===== config.mk =====
export PLATFORM = sky130hd
export DESIGN_NAME = vip_controller
export DESIGN_NICKNAME = d
export VERILOG_FILES = /design/src/inc/vip_pkg.sv /design/src/rtl/vip_ext_trigger.sv /design/src/rtl/vip_arbiter.sv /design/src/rtl/vip_controller.sv
export SDC_FILE = /design/constraint.sdc
export NUM_CORES = 1
export LEC_CHECK = 0
export BUFFER_PORTS_ARGS = -buffer_cell sky130_fd_sc_hd__buf_2
export CAP_MARGIN = 20
export CELL_PAD_IN_SITES_DETAIL_PLACEMENT = 1
export CELL_PAD_IN_SITES_GLOBAL_PLACEMENT = 2
export CORE_AREA = 5 5 265 267
export DETAILED_ROUTE_END_ITERATION = 16
export DIE_AREA = 0 0 270 272
export PLACE_DENSITY = 0.85
export SLEW_MARGIN = 20
export SYNTH_ARGS = -nofsm -noshare
export SYNTH_HDL_FRONTEND = slang
export SYNTH_SLANG_ARGS = --single-unit

===== constraint.sdc =====
create_clock -name aclk -period 54.7 [get_ports aclk]
set_clock_uncertainty 0.15 [all_clocks]
set_input_delay 10.94 -clock aclk [delete_from_list [all_inputs] [get_ports aclk]]
set_output_delay 10.94 -clock aclk [all_outputs]
set_load 0.02 [all_outputs]

===== src/inc/vip_pkg.sv =====
// shared constants for the vectored interrupt priority and nesting block
package vip_pkg;
  // register byte addresses
  localparam logic [31:0] ADDR_NORMAL_VECTOR = 32'hFFFF001C;
  localparam logic [31:0] ADDR_PRIO_C        = 32'hFFFF0028;
  localparam logic [31:0] ADDR_PRIO_D        = 32'hFFFF002C;
  localparam logic [31:0] ADDR_NEST_CTL      = 32'hFFFF0030;
  localparam logic [31:0] ADDR_TRIG_CFG      = 32'hFFFF0034;
  localparam logic [31:0] ADDR_EDGE_CLR      = 32'hFFFF0038;
  localparam logic [31:0] ADDR_IRQ_NEST      = 32'hFFFF003C;
  localparam logic [31:0] ADDR_FAST_VECTOR   = 32'hFFFF011C;
  localparam logic [31:0] ADDR_FAST_NEST     = 32'hFFFF013C;
  // reset value shared by every register
  localparam logic [31:0] REG_RESET          = 32'h00000000;
  // writable bits; reserved bits read as zero
  localparam logic [31:0] PRIO_C_MASK        = 32'h77777777;
  localparam logic [31:0] PRIO_D_MASK        = 32'h00007777;
  // priority field positions (3 bits each)
  localparam int PWM_PRI_LSB      = 28;
  localparam int EXT3_PRI_LSB     = 24;
  localparam int EXT2_PRI_LSB     = 20;
  localparam int EXT1_PRI_LSB     = 16;
  localparam int EXT0_PRI_LSB     = 12;
  localparam int I2CB_SLV_PRI_LSB = 8;
  localparam int I2CB_MST_PRI_LSB = 4;
  localparam int I2CA_SLV_PRI_LSB = 0;
  localparam int LA_B_PRI_LSB     = 12;
  localparam int LA_A_PRI_LSB     = 8;
  localparam int EXT5_PRI_LSB     = 4;
  localparam int EXT4_PRI_LSB     = 0;
  // control bits and edge clear fields
  localparam int IRQ_NEST_EN_BIT  = 0;
  localparam int FIQ_NEST_EN_BIT  = 1;
  localparam int EDGE_CLR_LO_LSB  = 19;
  localparam int EDGE_CLR_HI_LSB  = 24;
  // source numbers
  localparam int NUM_SRC          = 28;
  localparam int NUM_EXT          = 6;
  localparam int SRC_I2CA_SLV     = 16;
  localparam int SRC_I2CB_MST     = 17;
  localparam int SRC_I2CB_SLV     = 18;
  localparam int SRC_EXT0         = 19;
  localparam int SRC_PWM          = 25;
  localparam int SRC_LA_A         = 26;
  localparam int SRC_LA_B         = 27;
  // bus answers
  localparam logic [1:0] RESP_OKAY   = 2'h0;
  localparam logic [1:0] RESP_DECERR = 2'h3;
  // external trigger encodings
  typedef enum logic [1:0] {
    TRIG_HIGH = 2'b00,
    TRIG_LOW  = 2'b01,
    TRIG_RISE = 2'b10,
    TRIG_FALL = 2'b11
  } vip_trig_t;
endpackage : vip_pkg


===== src/rtl/vip_ext_trigger.sv =====
// external interrupt pin synchroniser, edge latch and level qualifier
`timescale 1ns/100ps
module vip_ext_trigger #(
  parameter int N = 6
) (
  // clock and reset
  input  wire logic           aclk,
  input  wire logic           aresetn,
  // pins and configuration
  input  wire logic [N-1:0]   pin,
  input  wire logic [2*N-1:0] trig_cfg,
  input  wire logic [N-1:0]   edge_clear,
  // qualified requests
  output logic      [N-1:0]   pending
);
  typedef struct packed {
    logic [N-1:0] sync_a;
    logic [N-1:0] sync_b;
    logic [N-1:0] prev;
    logic [N-1:0] latch;
    logic [N-1:0] pending;
  } vip_trig_state_t;

  vip_trig_state_t     st;
  vip_trig_state_t     next_st;
  vip_pkg::vip_trig_t  sel;
  logic                edge_hit;

  // sync_a is read only by sync_b; edges are seen between sync_b and prev
  always_comb begin
    next_st        = st;
    sel            = vip_pkg::TRIG_HIGH;
    edge_hit       = 1'b0;
    next_st.sync_a = pin;
    next_st.sync_b = st.sync_a;
    next_st.prev   = st.sync_b;
    for (int i = 0; i < N; i++) begin
      sel      = vip_pkg::vip_trig_t'(trig_cfg[2*i +: 2]);
      edge_hit = ((sel == vip_pkg::TRIG_RISE) && st.sync_b[i] && !st.prev[i])
              || ((sel == vip_pkg::TRIG_FALL) && !st.sync_b[i] && st.prev[i]);
      // a new edge wins over a clear in the same cycle
      next_st.latch[i] = edge_hit || (st.latch[i] && !edge_clear[i]); // [RULE_16]
      unique case (sel)
        vip_pkg::TRIG_HIGH: next_st.pending[i] = st.sync_b[i];      // [RULE_14]
        vip_pkg::TRIG_LOW:  next_st.pending[i] = !st.sync_b[i];     // [RULE_14]
        vip_pkg::TRIG_RISE: next_st.pending[i] = next_st.latch[i];
        vip_pkg::TRIG_FALL: next_st.pending[i] = next_st.latch[i];
      endcase
    end
  end

  always_ff @(posedge aclk) begin
    if (!aresetn) begin
      st <= '0;
    end else begin
      st <= next_st;
    end
  end

  assign pending = st.pending;
endmodule : vip_ext_trigger


===== src/rtl/vip_arbiter.sv =====
// picks the highest priority pending source below the nesting bar
`timescale 1ns/100ps
module vip_arbiter #(
  parameter int NUM_SRC = 28
) (
  // clock and reset
  input  wire logic                 aclk,
  input  wire logic                 aresetn,
  // requests and priorities
  input  wire logic [NUM_SRC-1:0]   pending,
  input  wire logic [3*NUM_SRC-1:0] priority_flat,
  input  wire logic                 use_prio,
  input  wire logic [7:0]           nest_status,
  // winner
  output logic                      active,
  output logic      [4:0]           source,
  output logic      [2:0]           level
);
  typedef struct packed {
    logic       active;
    logic [4:0] source;
    logic [2:0] level;
  } vip_pick_t;

  vip_pick_t  st;
  vip_pick_t  next_st;
  logic [3:0] bar;
  logic [2:0] lvl;

  // level of the lowest set status bit, 8 when nothing is nested
  function automatic logic [3:0] block_level(input logic [7:0] nest);
    logic [3:0] r;
    r = 4'h8;
    for (int i = 7; i >= 0; i--) begin
      if (nest[i]) begin
        r = 4'(i);
      end
    end
    return r;
  endfunction : block_level

  // strict compare keeps the lowest source number on a tie
  always_comb begin
    next_st = '0;
    lvl     = 3'h0;
    bar     = use_prio ? block_level(nest_status) : 4'h8;         // [RULE_07]
    for (int i = 0; i < NUM_SRC; i++) begin
      lvl = use_prio ? priority_flat[3*i +: 3] : 3'h0;
      if (pending[i] && ({1'b0, lvl} < bar)
          && (!next_st.active || lvl < next_st.level)) begin      // [RULE_20]
        next_st.active = 1'b1;
        next_st.source = 5'(i);
        next_st.level  = lvl;
      end
    end
  end

  always_ff @(posedge aclk) begin
    if (!aresetn) begin
      st <= '0;
    end else begin
      st <= next_st;
    end
  end

  assign active = st.active;
  assign source = st.source;
  assign level  = st.level;
endmodule : vip_arbiter


===== src/rtl/vip_controller.sv =====
// vectored interrupt priority, nesting and external trigger controller
// Function
// [RULE_01] priority_levels_c holds eight 3-bit priorities: pwm, ext3..0, i2c sources.
// [RULE_02] priority_levels_d holds logic arrays b, a and ext5, ext4; bits 31:15 zero.
// [RULE_03] nesting_control bit 0 enables irq nesting and priorities.
// [RULE_04] nesting_control bit 1 enables fiq nesting and priorities.
// [RULE_05] with nesting off both paths still work, fiq always beats irq.
// [RULE_06] reading normal_vector with irq nesting on sets status bit of its level.
// [RULE_07] a set status bit blocks sources at that level and lower.
// [RULE_08] a write to irq_nest_status clears only its lowest set bit.
// [RULE_09] reading fast_vector with fiq nesting on sets status bit of its level.
// [RULE_10] a write to fast_nest_status clears only its lowest set bit.
// [RULE_11] fast_vector reads zero, base in 22:7, source in 6:2, zero.
// [RULE_12] source numbers follow the system numbering, timer 1 is 3.
// [RULE_13] software reads fast_vector only while servicing a fiq with nesting on.
// [RULE_14] six external inputs, each level or edge triggered.
// [RULE_15] software enables the source and sets its trigger before use.
// [RULE_16] a latched edge stays pending until its clear bit is written.
// [RULE_17] two trigger select bits per input: 11 fall, 10 rise, 01 low, 00 high.
// [RULE_18] ext_edge_clear bits 22:19 clear inputs 3..0, bits 25:24 inputs 5, 4.
// [RULE_19] normal_vector reports the irq source in 6:2 and base in 22:7.
// [RULE_20] equal priorities resolve to the lowest source number.
//
// Local design decision: the AXI4-Lite register port.
`timescale 1ns/100ps
module vip_controller (
  // clock and reset
  input  wire logic                          aclk,
  input  wire logic                          aresetn,
  // axi4-lite write address
  input  wire logic [31:0]                   awaddr,
  input  wire logic [2:0]                    awprot,
  input  wire logic                          awvalid,
  output logic                               awready,
  // axi4-lite write data and response
  input  wire logic [31:0]                   wdata,
  input  wire logic [3:0]                    wstrb,
  input  wire logic                          wvalid,
  output logic                               wready,
  output logic      [1:0]                    bresp,
  output logic                               bvalid,
  input  wire logic                          bready,
  // axi4-lite read
  input  wire logic [31:0]                   araddr,
  input  wire logic [2:0]                    arprot,
  input  wire logic                          arvalid,
  output logic                               arready,
  output logic      [31:0]                   rdata,
  output logic      [1:0]                    rresp,
  output logic                               rvalid,
  input  wire logic                          rready,
  // interrupt sources and settings held elsewhere
  input  wire logic [vip_pkg::NUM_SRC-1:0]   src_request,
  input  wire logic [vip_pkg::NUM_SRC-1:0]   normal_source_enable,
  input  wire logic [vip_pkg::NUM_SRC-1:0]   fast_source_enable,
  input  wire logic [3*vip_pkg::NUM_SRC-1:0] other_priority,
  input  wire logic [15:0]                   vector_base,
  // external interrupt pins
  input  wire logic [vip_pkg::NUM_EXT-1:0]   ext_pin,
  // requests to the core
  output logic                               irq_request,
  output logic                               fiq_request
);
  typedef struct packed {
    logic        aw_held;
    logic [31:0] aw_addr;
    logic        w_held;
    logic [31:0] w_data;
    logic [3:0]  w_strb;
    logic        bvalid;
    logic [1:0]  bresp;
    logic        rvalid;
    logic [1:0]  rresp;
    logic [31:0] rdata;
    logic [31:0] prio_c;
    logic [31:0] prio_d;
    logic [1:0]  nest_ctl;
    logic [11:0] trig_cfg;
    logic [7:0]  irq_nest;
    logic [7:0]  fiq_nest;
    logic [5:0]  ext_clr;
  } vip_regs_t;

  vip_regs_t                        st;
  vip_regs_t                        next_st;
  logic [vip_pkg::NUM_EXT-1:0]      ext_pending;
  logic [vip_pkg::NUM_SRC-1:0]      pend_all;
  logic [3*vip_pkg::NUM_SRC-1:0]    prio_all;
  logic                             irq_active;
  logic [4:0]                       irq_source;
  logic [2:0]                       irq_level;
  logic                             fiq_active;
  logic [4:0]                       fiq_source;
  logic [2:0]                       fiq_level;
  logic                             wr_go;
  logic                             rd_go;
  logic [31:0]                      wmask;
  logic [31:0]                      wdat;
  logic [31:0]                      merged;
  logic [7:0]                       irq_set;
  logic [7:0]                       fiq_set;

  // byte enables widened to a bit mask
  function automatic logic [31:0] strb_mask(input logic [3:0] strb);
    logic [31:0] m;
    m = 32'h00000000;
    for (int b = 0; b < 4; b++) begin
      m[8*b +: 8] = {8{strb[b]}};
    end
    return m;
  endfunction : strb_mask

  // address decode shared by the read and write paths
  function automatic logic is_mapped(input logic [31:0] addr);
    return (addr == vip_pkg::ADDR_NORMAL_VECTOR) || (addr == vip_pkg::ADDR_PRIO_C)
        || (addr == vip_pkg::ADDR_PRIO_D) || (addr == vip_pkg::ADDR_NEST_CTL)
        || (addr == vip_pkg::ADDR_TRIG_CFG) || (addr == vip_pkg::ADDR_EDGE_CLR)
        || (addr == vip_pkg::ADDR_IRQ_NEST) || (addr == vip_pkg::ADDR_FAST_VECTOR)
        || (addr == vip_pkg::ADDR_FAST_NEST);
  endfunction : is_mapped

  // vector word: zero, base, source number, zero
  function automatic logic [31:0] vec_word(input logic [15:0] base, input logic [4:0] src);
    return {9'h000, base, src, 2'h0};                              // [RULE_11] [RULE_19]
  endfunction : vec_word

  // register readback; write-only clear reads as zero
  function automatic logic [31:0] readback(input logic [31:0] addr);
    logic [31:0] r;
    r = 32'h00000000;
    unique case (addr)
      vip_pkg::ADDR_NORMAL_VECTOR: r = vec_word(vector_base, irq_source); // [RULE_19]
      vip_pkg::ADDR_PRIO_C:        r = st.prio_c;
      vip_pkg::ADDR_PRIO_D:        r = st.prio_d;
      vip_pkg::ADDR_NEST_CTL:      r = {30'h00000000, st.nest_ctl};
      vip_pkg::ADDR_TRIG_CFG:      r = {20'h00000, st.trig_cfg};
      vip_pkg::ADDR_IRQ_NEST:      r = {24'h000000, st.irq_nest};
      vip_pkg::ADDR_FAST_VECTOR:   r = vec_word(vector_base, fiq_source); // [RULE_11]
      vip_pkg::ADDR_FAST_NEST:     r = {24'h000000, st.fiq_nest};
      default:                     r = 32'h00000000;
    endcase
    return r;
  endfunction : readback

  // external inputs: sync, edge latch and level qualify
  vip_ext_trigger #(
    .N          (vip_pkg::NUM_EXT)
  ) u_ext_trigger (
    .aclk       (aclk),
    .aresetn    (aresetn),
    .pin        (ext_pin),
    .trig_cfg   (st.trig_cfg),                                     // [RULE_17]
    .edge_clear (st.ext_clr),
    .pending    (ext_pending)
  );

  // merge local priority fields over those held elsewhere
  always_comb begin
    prio_all = other_priority;
    pend_all = src_request;                                        // [RULE_12]
    pend_all[vip_pkg::SRC_EXT0 +: vip_pkg::NUM_EXT] = ext_pending;       // [RULE_14]
    prio_all[3*vip_pkg::SRC_PWM      +: 3] = st.prio_c[vip_pkg::PWM_PRI_LSB +: 3];
    prio_all[3*(vip_pkg::SRC_EXT0+3) +: 3] = st.prio_c[vip_pkg::EXT3_PRI_LSB +: 3];
    prio_all[3*(vip_pkg::SRC_EXT0+2) +: 3] = st.prio_c[vip_pkg::EXT2_PRI_LSB +: 3];
    prio_all[3*(vip_pkg::SRC_EXT0+1) +: 3] = st.prio_c[vip_pkg::EXT1_PRI_LSB +: 3];
    prio_all[3*vip_pkg::SRC_EXT0     +: 3] = st.prio_c[vip_pkg::EXT0_PRI_LSB +: 3];
    prio_all[3*vip_pkg::SRC_I2CB_SLV +: 3] = st.prio_c[vip_pkg::I2CB_SLV_PRI_LSB +: 3];
    prio_all[3*vip_pkg::SRC_I2CB_MST +: 3] = st.prio_c[vip_pkg::I2CB_MST_PRI_LSB +: 3];
    prio_all[3*vip_pkg::SRC_I2CA_SLV +: 3] = st.prio_c[vip_pkg::I2CA_SLV_PRI_LSB +: 3];
    prio_all[3*vip_pkg::SRC_LA_B     +: 3] = st.prio_d[vip_pkg::LA_B_PRI_LSB +: 3];
    prio_all[3*vip_pkg::SRC_LA_A     +: 3] = st.prio_d[vip_pkg::LA_A_PRI_LSB +: 3];
    prio_all[3*(vip_pkg::SRC_EXT0+5) +: 3] = st.prio_d[vip_pkg::EXT5_PRI_LSB +: 3];
    prio_all[3*(vip_pkg::SRC_EXT0+4) +: 3] = st.prio_d[vip_pkg::EXT4_PRI_LSB +: 3];
  end

  // irq path; with nesting off priorities and the bar are ignored
  vip_arbiter #(
    .NUM_SRC       (vip_pkg::NUM_SRC)
  ) u_irq_arbiter (
    .aclk          (aclk),
    .aresetn       (aresetn),
    .pending       (pend_all & normal_source_enable),
    .priority_flat (prio_all),
    .use_prio      (st.nest_ctl[vip_pkg::IRQ_NEST_EN_BIT]),        // [RULE_03]
    .nest_status   (st.irq_nest),
    .active        (irq_active),
    .source        (irq_source),
    .level         (irq_level)
  );

  // fiq path, same selection with its own status
  vip_arbiter #(
    .NUM_SRC       (vip_pkg::NUM_SRC)
  ) u_fiq_arbiter (
    .aclk          (aclk),
    .aresetn       (aresetn),
    .pending       (pend_all & fast_source_enable),
    .priority_flat (prio_all),
    .use_prio      (st.nest_ctl[vip_pkg::FIQ_NEST_EN_BIT]),        // [RULE_04]
    .nest_status   (st.fiq_nest),
    .active        (fiq_active),
    .source        (fiq_source),
    .level         (fiq_level)
  );

  // fiq masks irq so the core never sees both at once
  assign fiq_request = fiq_active;
  assign irq_request = irq_active && !fiq_active;                  // [RULE_05]

  // bus channels, register writes and nesting status upkeep
  always_comb begin
    next_st = st;
    wr_go   = st.aw_held && st.w_held;
    rd_go   = arvalid && !st.rvalid;
    wmask   = strb_mask(st.w_strb);
    wdat    = st.w_data & wmask;
    merged  = (readback(st.aw_addr) & ~wmask) | wdat;
    irq_set = 8'h00;
    fiq_set = 8'h00;
    next_st.ext_clr = 6'h00;
    if (awvalid && !st.aw_held && !st.bvalid) begin
      next_st.aw_held = 1'b1;
      next_st.aw_addr = awaddr;
    end
    if (wvalid && !st.w_held && !st.bvalid) begin
      next_st.w_held = 1'b1;
      next_st.w_data = wdata;
      next_st.w_strb = wstrb;
    end
    if (st.bvalid && bready) begin
      next_st.bvalid = 1'b0;
    end
    if (wr_go) begin
      next_st.aw_held = 1'b0;
      next_st.w_held  = 1'b0;
      next_st.bvalid  = 1'b1;
      next_st.bresp   = is_mapped(st.aw_addr) ? vip_pkg::RESP_OKAY : vip_pkg::RESP_DECERR;
      unique case (st.aw_addr)
        vip_pkg::ADDR_PRIO_C:   next_st.prio_c = merged & vip_pkg::PRIO_C_MASK; // [RULE_01]
        vip_pkg::ADDR_PRIO_D:   next_st.prio_d = merged & vip_pkg::PRIO_D_MASK; // [RULE_02]
        vip_pkg::ADDR_NEST_CTL: next_st.nest_ctl = merged[1:0];
        vip_pkg::ADDR_TRIG_CFG: next_st.trig_cfg = merged[11:0];   // [RULE_17]
        vip_pkg::ADDR_EDGE_CLR: next_st.ext_clr = {wdat[vip_pkg::EDGE_CLR_HI_LSB +: 2],
                                                   wdat[vip_pkg::EDGE_CLR_LO_LSB +: 4]}; // [RULE_18]
        default: ;
      endcase
    end
    // reads answer one cycle after the address is taken
    if (st.rvalid && rready) begin
      next_st.rvalid = 1'b0;
    end
    if (rd_go) begin
      next_st.rvalid = 1'b1;
      next_st.rdata  = readback(araddr);
      next_st.rresp  = is_mapped(araddr) ? vip_pkg::RESP_OKAY : vip_pkg::RESP_DECERR;
      if (araddr == vip_pkg::ADDR_NORMAL_VECTOR && st.nest_ctl[vip_pkg::IRQ_NEST_EN_BIT]
          && irq_active) begin
        irq_set[irq_level] = 1'b1;                                 // [RULE_06]
      end
      if (araddr == vip_pkg::ADDR_FAST_VECTOR && st.nest_ctl[vip_pkg::FIQ_NEST_EN_BIT]
          && fiq_active) begin
        fiq_set[fiq_level] = 1'b1;                                 // [RULE_09]
      end
    end
    // any write drops only the lowest set bit; a set in the same cycle wins
    if (wr_go && st.aw_addr == vip_pkg::ADDR_IRQ_NEST) begin
      next_st.irq_nest = st.irq_nest & (st.irq_nest - 8'h01);      // [RULE_08]
    end
    if (wr_go && st.aw_addr == vip_pkg::ADDR_FAST_NEST) begin
      next_st.fiq_nest = st.fiq_nest & (st.fiq_nest - 8'h01);      // [RULE_10]
    end
    next_st.irq_nest = next_st.irq_nest | irq_set;
    next_st.fiq_nest = next_st.fiq_nest | fiq_set;
  end

  // all control state returns to zero on reset
  always_ff @(posedge aclk) begin
    if (!aresetn) begin
      st <= '0;
    end else begin
      st <= next_st;
    end
  end

  // bus outputs; ready terms stay low while a response is pending
  assign awready = !st.aw_held && !st.bvalid;
  assign wready  = !st.w_held && !st.bvalid;
  assign bvalid  = st.bvalid;
  assign bresp   = st.bresp;
  assign arready = !st.rvalid;
  assign rvalid  = st.rvalid;
  assign rdata   = st.rdata;
  assign rresp   = st.rresp;
endmodule : vip_controller


# Word-level counts from Yosys, hierarchy flattened
# Cells that the tools add are included.
word_totals:
  ff_bits: 227
  elab_cells: 687
op_classes:
  n_addsub: 2
  n_lt_le_gt_ge: 114
  n_eq_ne: 36
  n_mux: 154
  bitwise: 11
  reduce_logical: 340
op_table:
  columns: ["cell", "count"]
  rows:
  - ["== test 32 bit (second input constant)", 18]
  - ["2-to-1 mux 9 bit", 56]
  - ["one-hot mux 31 bit (8 select lines)", 2]
  - ["< comparator 3 x 4 -> 1 bit", 56]
  - ["2-to-1 mux 3 bit", 57]
  - ["< comparator 3 bit", 54]
  - ["logical AND 1 bit", 159]
  - ["logical OR 1 bit", 82]
  - ["logical NOT 1 bit", 77]
  - ["2-to-1 mux 4 bit", 18]
  - ["bitwise AND 31 bit", 2]
  - ["bitwise AND 28 bit", 2]
  - ["2-to-1 mux 8 bit", 6]
  - ["2-to-1 mux 35 bit", 1]
  - ["NOT 31 bit", 1]
  - ["OR 31 bit", 1]
  - ["== test 2 bit (second input constant)", 12]
  - ["one-hot mux 1 bit (3 select lines)", 6]
  - ["bitwise AND 8 bit", 2]
  - ["OR 8 bit", 2]
  - ["subtractor 8 x 1 -> 8 bit (second input constant)", 2]
  - ["OR reduction 2 bit", 7]
  - ["== test 2 x 1 -> 1 bit (second input constant)", 6]
  - ["logical NOT 2 bit", 6]
  - ["10 further kinds", 22]

# Longest topological paths before layout
# Gate-level depths: netlist of run 1.
depth:
  depth_word: 120
  depth_mapped: 206
  mapped_depth_nobuf: 196

# By module
# From an unflattened synthesis of run 1, not the netlist that was laid out.
unflattened:
  hier_cells: 3385
  hier_area_um2: 23944.2
by_module_without_submodules:
  columns: ["module", "n_inst", "cells_per_inst", "area_per_inst_um2", "seq_area_each_um2"]
  rows:
  - ["vip_controller", 1, 1179, 9101.2, 3423.3]
  - ["vip_arbiter at u_fiq_arbiter", 1, 1061, 6901.6, 180.2]
  - ["vip_arbiter at u_irq_arbiter", 1, 1028, 6735.2, 180.2]
  - ["vip_ext_trigger", 1, 117, 1206.2, 600.6]

# Worst setup path after synthesis of run 1
# OpenSTA, ideal clock, no wires.
synth_path:
  kind: "input to register"
  startpoint: "in other_priority[1] in the netlist's numbering"
  endpoint: "reg u_fiq_arbiter.st, in the netlist u_fiq_arbiter.level[2]"
  setup_time_ns: 0.116
  t_arrival_ns: 45.570
  t_required_ns: 54.434
  setup_slack_ns: 8.864
  path_stages: 176
  path_cell_list: "and2_1 ha_1 a2111oi_4 o311a_1 nand2_1 ha_1 o21ai_0 o21bai_1 a22o_1 o22a_1 ha_1 a21oi_1 a21boi_0 a31o_1 nand2_1 and2_1 mux2_2 ha_1 [... 140 more ...] ha_1 a21oi_1 o21ai_0 a21oi_1 inv_1 mux2_4 ha_1 nor3_1 or3_1 nand2_1 nand2_1 mux2_2 ha_1 nor2_1 nand2_1 o21ai_1 nor3_1 a31o_1"
synth_via:
  elab_chain_len: 112
  word_cells_on_any_way: 139
  cone_classes: "28 x order compare; 29 x mux; 82 x reduce/logical"
synth_rtl:
  columns: ["item", "line_no", "rtl"]
  rows:
  - ["start: declaration", "vip_controller.sv:56", "input wire logic [3*vip_pkg::NUM_SRC-1:0] other_priority,"]
  - ["2-to-1 mux 3 bit *", "vip_arbiter.sv:48", "lvl = use_prio ? priority_flat[3*i +: 3] : 3'h0;"]
  - ["< comparator 3 x 4 -> 1 bit", "vip_arbiter.sv:49", "if (pending[i] && ({1'b0, lvl} < bar)"]
  - ["logical AND 1 bit", "vip_arbiter.sv:49", null]
  - ["2-to-1 mux 9 bit *", "vip_arbiter.sv:49", null]
  - ["< comparator 3 bit / logical NOT 1 bit (equally long branches)", "vip_arbiter.sv:50", "&& (!next_st.active || lvl < next_st.level)) begin"]
  - ["logical OR 1 bit", "vip_arbiter.sv:50", null]
  - ["logical AND 1 bit", "vip_arbiter.sv:50", null]
  - ["2-to-1 mux 9 bit *", "vip_arbiter.sv:49", null]
  - ["[... 96 more ...]", null, null]
  - ["< comparator 3 bit / logical NOT 1 bit (equally long branches)", "vip_arbiter.sv:50", null]
  - ["logical OR 1 bit", "vip_arbiter.sv:50", null]
  - ["logical AND 1 bit", "vip_arbiter.sv:50", null]
  - ["2-to-1 mux 9 bit *", "vip_arbiter.sv:49", null]
  - ["< comparator 3 bit / logical NOT 1 bit (equally long branches)", "vip_arbiter.sv:50", null]
  - ["logical OR 1 bit", "vip_arbiter.sv:50", null]
  - ["logical AND 1 bit", "vip_arbiter.sv:50", null]
  - ["2-to-1 mux 9 bit *", "vip_arbiter.sv:49", null]
  - ["end signal: assignment", "vip_arbiter.sv:62", "st <= next_st;"]
  - ["end: declaration", "vip_arbiter.sv:25", "vip_pick_t st;"]
# Every way passes the cells marked *; elsewhere a longest branch is shown, timed or not.
# A chain may end at the register's enable or synchronous reset.

# Final worst setup path of run 1
layout_path:
  startpoint: "in other_priority[1] in the netlist's numbering"
  endpoint: "reg u_fiq_arbiter.st, in the netlist u_fiq_arbiter.source[4]"
# Same word-level chain as after synthesis.

==> flow_summary.ini, run 1 <==
[outcome]
outcome = complete, no violations

[timing]
setup_viol = 0
worst_pin_slew_ps = 1200
layout_setup_ws_ps = 3110
final.min_clock_period_ps = 51590
slew_violations = 0
relSlewSlack_pct = 19.5
final.period_utilization_pct = 94.3
hold_slack_ps = 275
max_freq_mhz = 19.4
timing_hold_violations_final = 0

[floorplan]
dieArea_um2 = 73400
start_util_pct = 32.5
die_w_um = 270
core_um2 = 67900
ioPinCount = 346
fp-row-count = 96
die_height_um = 272

[synth]
synth_area_leader_cell = dfxtp_1
ys_types = 131
yosys_warnings = 0
syn_area_um2 = 22100
synth_most_common_cell = nand2_1
synth_commonest_cells = 595 x nand2_1, 304 x a21oi_1, 271 x nor2_1
ys.flop_type = dfxtp_1
synth_top_area_share_pct = 19.9
synth_edf_count = 0
synth_area_per_cell_um2 = 6.95
syn_inst = 3173
synth_seq_area_share_pct = 19.9
synth-seq-cells = 219
async_flop_share_pct = 0
yosys-top-cells-area = dfxtp_1 20%, nand2_1 10%, ha_1 7.4%

[power_and_ir_drop]
p_leak_nw = 10.4
vdd_drop_max_uv = 18.8
p_per_area_nw_per_um2 = 18.2

[placed_design]
place_congestion = 0.930
hpwl_um = 72300
portBuffers = 290
dpl_worst_slack_ps = 2900

[finish]
utilization_pct = 36.5
diodes = 0
area_delta_synth_final_pct = 12.2
drive_gt1_share_pct = 16.1
layout.nets = 3772

[route]
totalWireLength_um = 92500
routedWlPerCell_um = 21.8
drt_iter0_drc = 1791
via_per_inst = 5.86
first_pass_iters = 8
num_vias = 24800
antenna_left = 0
drcViolationCount = 0

[critical_path]
cp-start-kind = input pin
worst-setup-path-type = input pin to register
crit_path_frequent_cell = ha_1
crit_required_ps = 55010
reg2reg_slack_ps = 11900
crit_fanout = 12
cp_slowest_stage_delay_ps = 660
crit_path_end_kind = register
arrival_ps = 51900
slowest_stage = or4b_2

[cts]
cts_buffers = 24
htreeDepth = 1
cts.sinks = 219
clockBufferDepth = 3
root_buffer = clkbuf_16
cts_tree = done
path_clk_slew_ps = 60
clock_latency_ps = 550

[global_route]
first_global_vias = 24800
grt_max_degree = 107
antenna_found_initial = 3
gr-total-overflow = 0
grt_pass1_wl_um = 143000
grt_util_all_layers_pct = 23.8

[hold_path]
hold_path_class = register to register

[job]
cap_viol_max_count = 0
power breakdown:
group          internal (mW)  leakage, nW  switching (mW)
Sequential             0.167         1.79         0.00655
Clock                 0.0869        0.379          0.0722
Combinational         0.0443         8.21          0.0734
Total                  0.298         10.4           0.152
final cells by class:
cell class | count | area, um2
fill | 8676 | 43100
multi-input combinational | 2628 | 16200
sequential | 219 | 4390
timing repair buffer | 320 | 1680
tap | 882 | 1100
clock buffer | 30 | 653
inverter | 146 | 553
clock inverter | 14 | 124
cells in the final DEF (no fill, tap or decap), types with 41 or more instances in the layout:
cell type and instances:
nand2_1 594, a21oi_1 304, buf_2 290, nor2_1 271, dfxtp_1 217, o21ai_0 170
inv_1 143, ha_1 130, nand3_1 83, and2_1 71, nor3_1 60, a21o_1 55
a211oi_1 42, mux2_2 41
worst max-delay path, delay by kind of cell:
kind | cells | cell delay, ps
AOI/OAI and AO/OA | 79 | 17950
muxes | 17 | 6160
adders and majority gates | 29 | 7180
and+or+nand+nor | 50 | 9210
buffers and inverters | 3 | 340
repair_timing:
| item | 4_1_cts | 5_1_grt |
|---|---|---|
| setup endpoints to repair | 0 | 4 |
| resized for setup | 0 | 3 |
| setup buffers | 0 | 0 |
| hold buffers | 0 | 0 |
| hold endpoints to repair | 0 | 0 |
metal layers:
metal  part of all wire (%)  track usage (%)
met2                     48             42.2
met4                    2.5             5.53
met3                    4.7             2.27
met5                  0.026                0
met1                     45             31.1
cells by family (layout without fill, tap and decap cells):
| logic type | Yosys count | after routing | share of synthesized area, % |
|---|---|---|---|
| multiplexers | 70 | 70 | 3.52 |
| AO/OA/AOI/OAI | 1067 | 1067 | 33.6 |
| flip-flops | 219 | 219 | 19.9 |
| other | 1 | 3 | 0.0170 |
| buffers and inverters | 328 | 510 | 6.80 |
| adder cells (fa/ha/maj) | 143 | 143 | 7.97 |
| AND/OR/NAND/NOR | 1339 | 1339 | 28.0 |
| XOR/XNOR | 6 | 6 | 0.238 |
registers in the layout, summed over array words and instances (netlist names):
register,cells
st,102
prio_all,36
rdata,29
u_ext_trigger.next_st,12
u_ext_trigger.st,12
u_ext_trigger.pending,6
u_fiq_arbiter.source,5
u_irq_arbiter.source,5
u_fiq_arbiter.level,3
u_irq_arbiter.level,3
bresp,1
bvalid,1
rresp,1
rvalid,1
u_fiq_arbiter.active,1
u_irq_arbiter.active,1
through the flow:
stage          total power [mW]  instances  cell area [um2]  TNS [ps]
2_1_floorplan             0.254       3175            22100         0
5_1_grt                   0.474       4239            24700     -21.7
3_3_place_gp              0.292       4195            23900         0
3_5_place_dp              0.293       4195            23900         0
6_report                  0.451       4239            24700         0
4_1_cts                   0.454       4239            24700         0
final timing paths:
| check | startpoint | to | cells after the start |
|---|---|---|---|
| setup / recovery | other_priority[1] | u_fiq_arbiter.source[4] | 178 |
| setup reg to reg | st[35] | u_fiq_arbiter.source[4] | 181 |
| hold reg to reg | u_ext_trigger.next_st[19] | u_ext_trigger.next_st[13] | 1 |
| hold / removal | u_ext_trigger.next_st[19] | u_ext_trigger.next_st[13] | 1 |
Note: power is estimated with default switching activity, not from simulation.
==> run 2, diff against run 1 <==
--- a/config.mk
+++ b/config.mk
@@ -9,10 +9,10 @@
 export CAP_MARGIN = 20
 export CELL_PAD_IN_SITES_DETAIL_PLACEMENT = 1
 export CELL_PAD_IN_SITES_GLOBAL_PLACEMENT = 2
-export CORE_AREA = 5 5 265 267
+export CORE_AREA = 5 5 278 280
 export DETAILED_ROUTE_END_ITERATION = 16
-export DIE_AREA = 0 0 270 272
-export PLACE_DENSITY = 0.85
+export DIE_AREA = 0 0 283 285
+export PLACE_DENSITY = 0.82
 export SLEW_MARGIN = 20
 export SYNTH_ARGS = -nofsm -noshare
 export SYNTH_HDL_FRONTEND = slang
==> constraint.sdc (replaced) <==
create_clock -name aclk -period 43.7 [get_ports aclk]
set_clock_uncertainty 0.15 [all_clocks]
set_input_delay 8.74 -clock aclk [delete_from_list [all_inputs] [get_ports aclk]]
set_output_delay 8.74 -clock aclk [all_outputs]
set_load 0.02 [all_outputs]
==> run 2 against run 1 <==
Combinational power grew 75%. Die area grew 9.8%. Clock-buffer cell count grew 1. Critical path depth grew 12. First-iteration DRC count grew 0.73%. Global-route usage shrank 0.61 points. Register-to-register slack lost 4200 ps. Non-clock buffer count grew 444. Cell count grew 13%. Sequential share of layout area shrank 3.0 points. Setup slack lost 2100 ps. Core utilization grew 3.7 points. Critical endpoint is now u_irq_arbiter.source[0].
==> flow_summary.ini, run 2 (same netlist as run 1, synthesis figures left out) <==
[outcome]
outcome = complete, no violations

[global_route]
grt_pass1_wl_um = 152000
first_global_vias = 26800
grt_max_degree = 95
grt_util_all_layers_pct = 23.1
antenna_found_initial = 5
grt_util_met3_pct = 2.97
grt_use_met1_pct = 29.5
gr-total-overflow = 0
busiest_layer = met2
met2_usage_pct = 40.5

[timing]
slew_violations = 0
timing_hold_violations_final = 0
worst_pin_slew_ps = 1170
setup_viol = 0
final.min_clock_period_ps = 42720
final.period_utilization_pct = 97.8
layout_setup_ws_ps = 982
max_freq_mhz = 23.4
relSlewSlack_pct = 21.7
hold_slack_ps = 281

[job]
cap_viol_max_count = 0

[route]
routedWlPerCell_um = 21.6
totalWireLength_um = 103000
first_pass_iters = 12
via_per_inst = 5.61
num_vias = 26800
antenna_left = 0
drcViolationCount = 0
drt_iter0_drc = 1804

[finish]
final_common_cell = nand2_1
area_delta_synth_final_pct = 35.0
layout.nets = 4216
final_cell_mix = 582 x nand2_1, 471 x buf_4, 290 x buf_2
top_register = st
drive_gt1_share_pct = 31.4
largest_reg_flops = 102

[floorplan]
die_height_um = 285
start_util_pct = 29.7
core_um2 = 74200
ioPinCount = 346
fp-row-count = 100
dieArea_um2 = 80700
die_w_um = 283

[cts]
cts_hold_buf = 0
root_buffer = clkbuf_16
clockBufferDepth = 3
path_clk_slew_ps = 60
cts.sinks = 219
cts_buffers = 24
clock_latency_ps = 550
cts_tree = done
htreeDepth = 1

[hold_path]
holdCritStartpoint = u_ext_trigger.next_st[18]
hold_path_depth = 1
hold_end = u_ext_trigger.next_st[12]
hold_path_class = register to register

[placed_design]
hpwl_um = 78500
place_congestion = 0.898
dpl_worst_slack_ps = -2320
portBuffers = 290

[critical_path]
worst-setup-path-type = input pin to register
reg2reg_slack_ps = 7690
cp_slowest_stage_delay_ps = 420
slowest_stage = or3_4
ff2ff_path_depth = 188
crit_path_end_kind = register
crit_fanout = 5
crit_required_ps = 43950
arrival_ps = 42960
cp-start-kind = input pin
worstReg2RegStart = st[34]
worstReg2RegEnd = u_irq_arbiter.source[0]

[power_and_ir_drop]
p_per_area_nw_per_um2 = 21.3
p_leak_nw = 12.9
vdd_drop_max_uv = 28.0
[run 2: changes by cell type in the layout (fill, tap and decap cells not counted), moves of 27 or more]
cell	change
ha_1	-35
a21oi_1	-33
buf_4	+441
mux2_2	-32
mux2_4	+32
o21ai_0	-29
a21oi_2	+27
[run 2: worst max path at each step]
stage	start	to	slack [ps]	cells after the start
floorplan	other_priority[1]	u_fiq_arbiter.level[2]	60	176
global placement	other_priority[1]	u_fiq_arbiter.level[0]	-1680	180
detailed placement	other_priority[1]	u_fiq_arbiter.source[3]	-2320	178
CTS	other_priority[1]	u_fiq_arbiter.level[0]	20	186
global route	other_priority[2]	u_irq_arbiter.source[0]	-600	190
finish	other_priority[2]	u_irq_arbiter.source[0]	980	190
[run 2: cell type report]
class / instances / area, um2
tap: 969 / 1210
sequential: 219 / 4390
antenna: 2 / 5.00
fill: 9361 / 44400
clock buffer: 31 / 667
multi-input combinational: 2628 / 17800
timing repair buffer: 764 / 5020
clock inverter: 12 / 139
inverter: 146 / 553
[run 2: per-layer routing]
layer	part of all wire (%)	vias up
met1	43	13000
met3	5.4	192
li1	-	12800
met4	3.9	4
met2	48	769
met5	0.022	-
[run 2: metrics by stage]
step	std cells	power, mW	cell area, um2	setup TNS, ps	util [%]
2_1_floorplan	3175	0.318	22100	0	-
3_5_place_dp	4631	0.398	26700	-33730	36.0
4_1_cts	4701	0.616	28100	0	37.9
6_report	4771	0.635	29800	0	40.1
5_1_grt	4770	0.665	29800	-7710	40.1
3_3_place_gp	4631	0.395	26700	-23870	36.0
[run 2: timing repair]
item                       in CTS  in global routing
setup buffers                  27                 69
resized for setup              91                250
setup endpoints to repair      16                 16
pin swaps                      23                132
[run 2: worst max-delay path: cells and delay by family]
| kind | cells | cell delay (ps) |
|---|---|---|
| buffers and inverters | 11 | 1190 |
| adders and majority gates | 30 | 7840 |
| and+or+nand+nor | 52 | 6940 |
| muxes | 14 | 4640 |
| AOI/OAI and AO/OA | 83 | 13550 |
[run 2: where the power goes]
| group | switching (mW) | leakage (nW) | internal [mW] | total [mW] |
|---|---|---|---|---|
| logic | 0.112 | 10.8 | 0.0950 | 0.207 |
| clock network | 0.0899 | 0.396 | 0.121 | 0.210 |
| registers | 0.00835 | 1.79 | 0.209 | 0.218 |
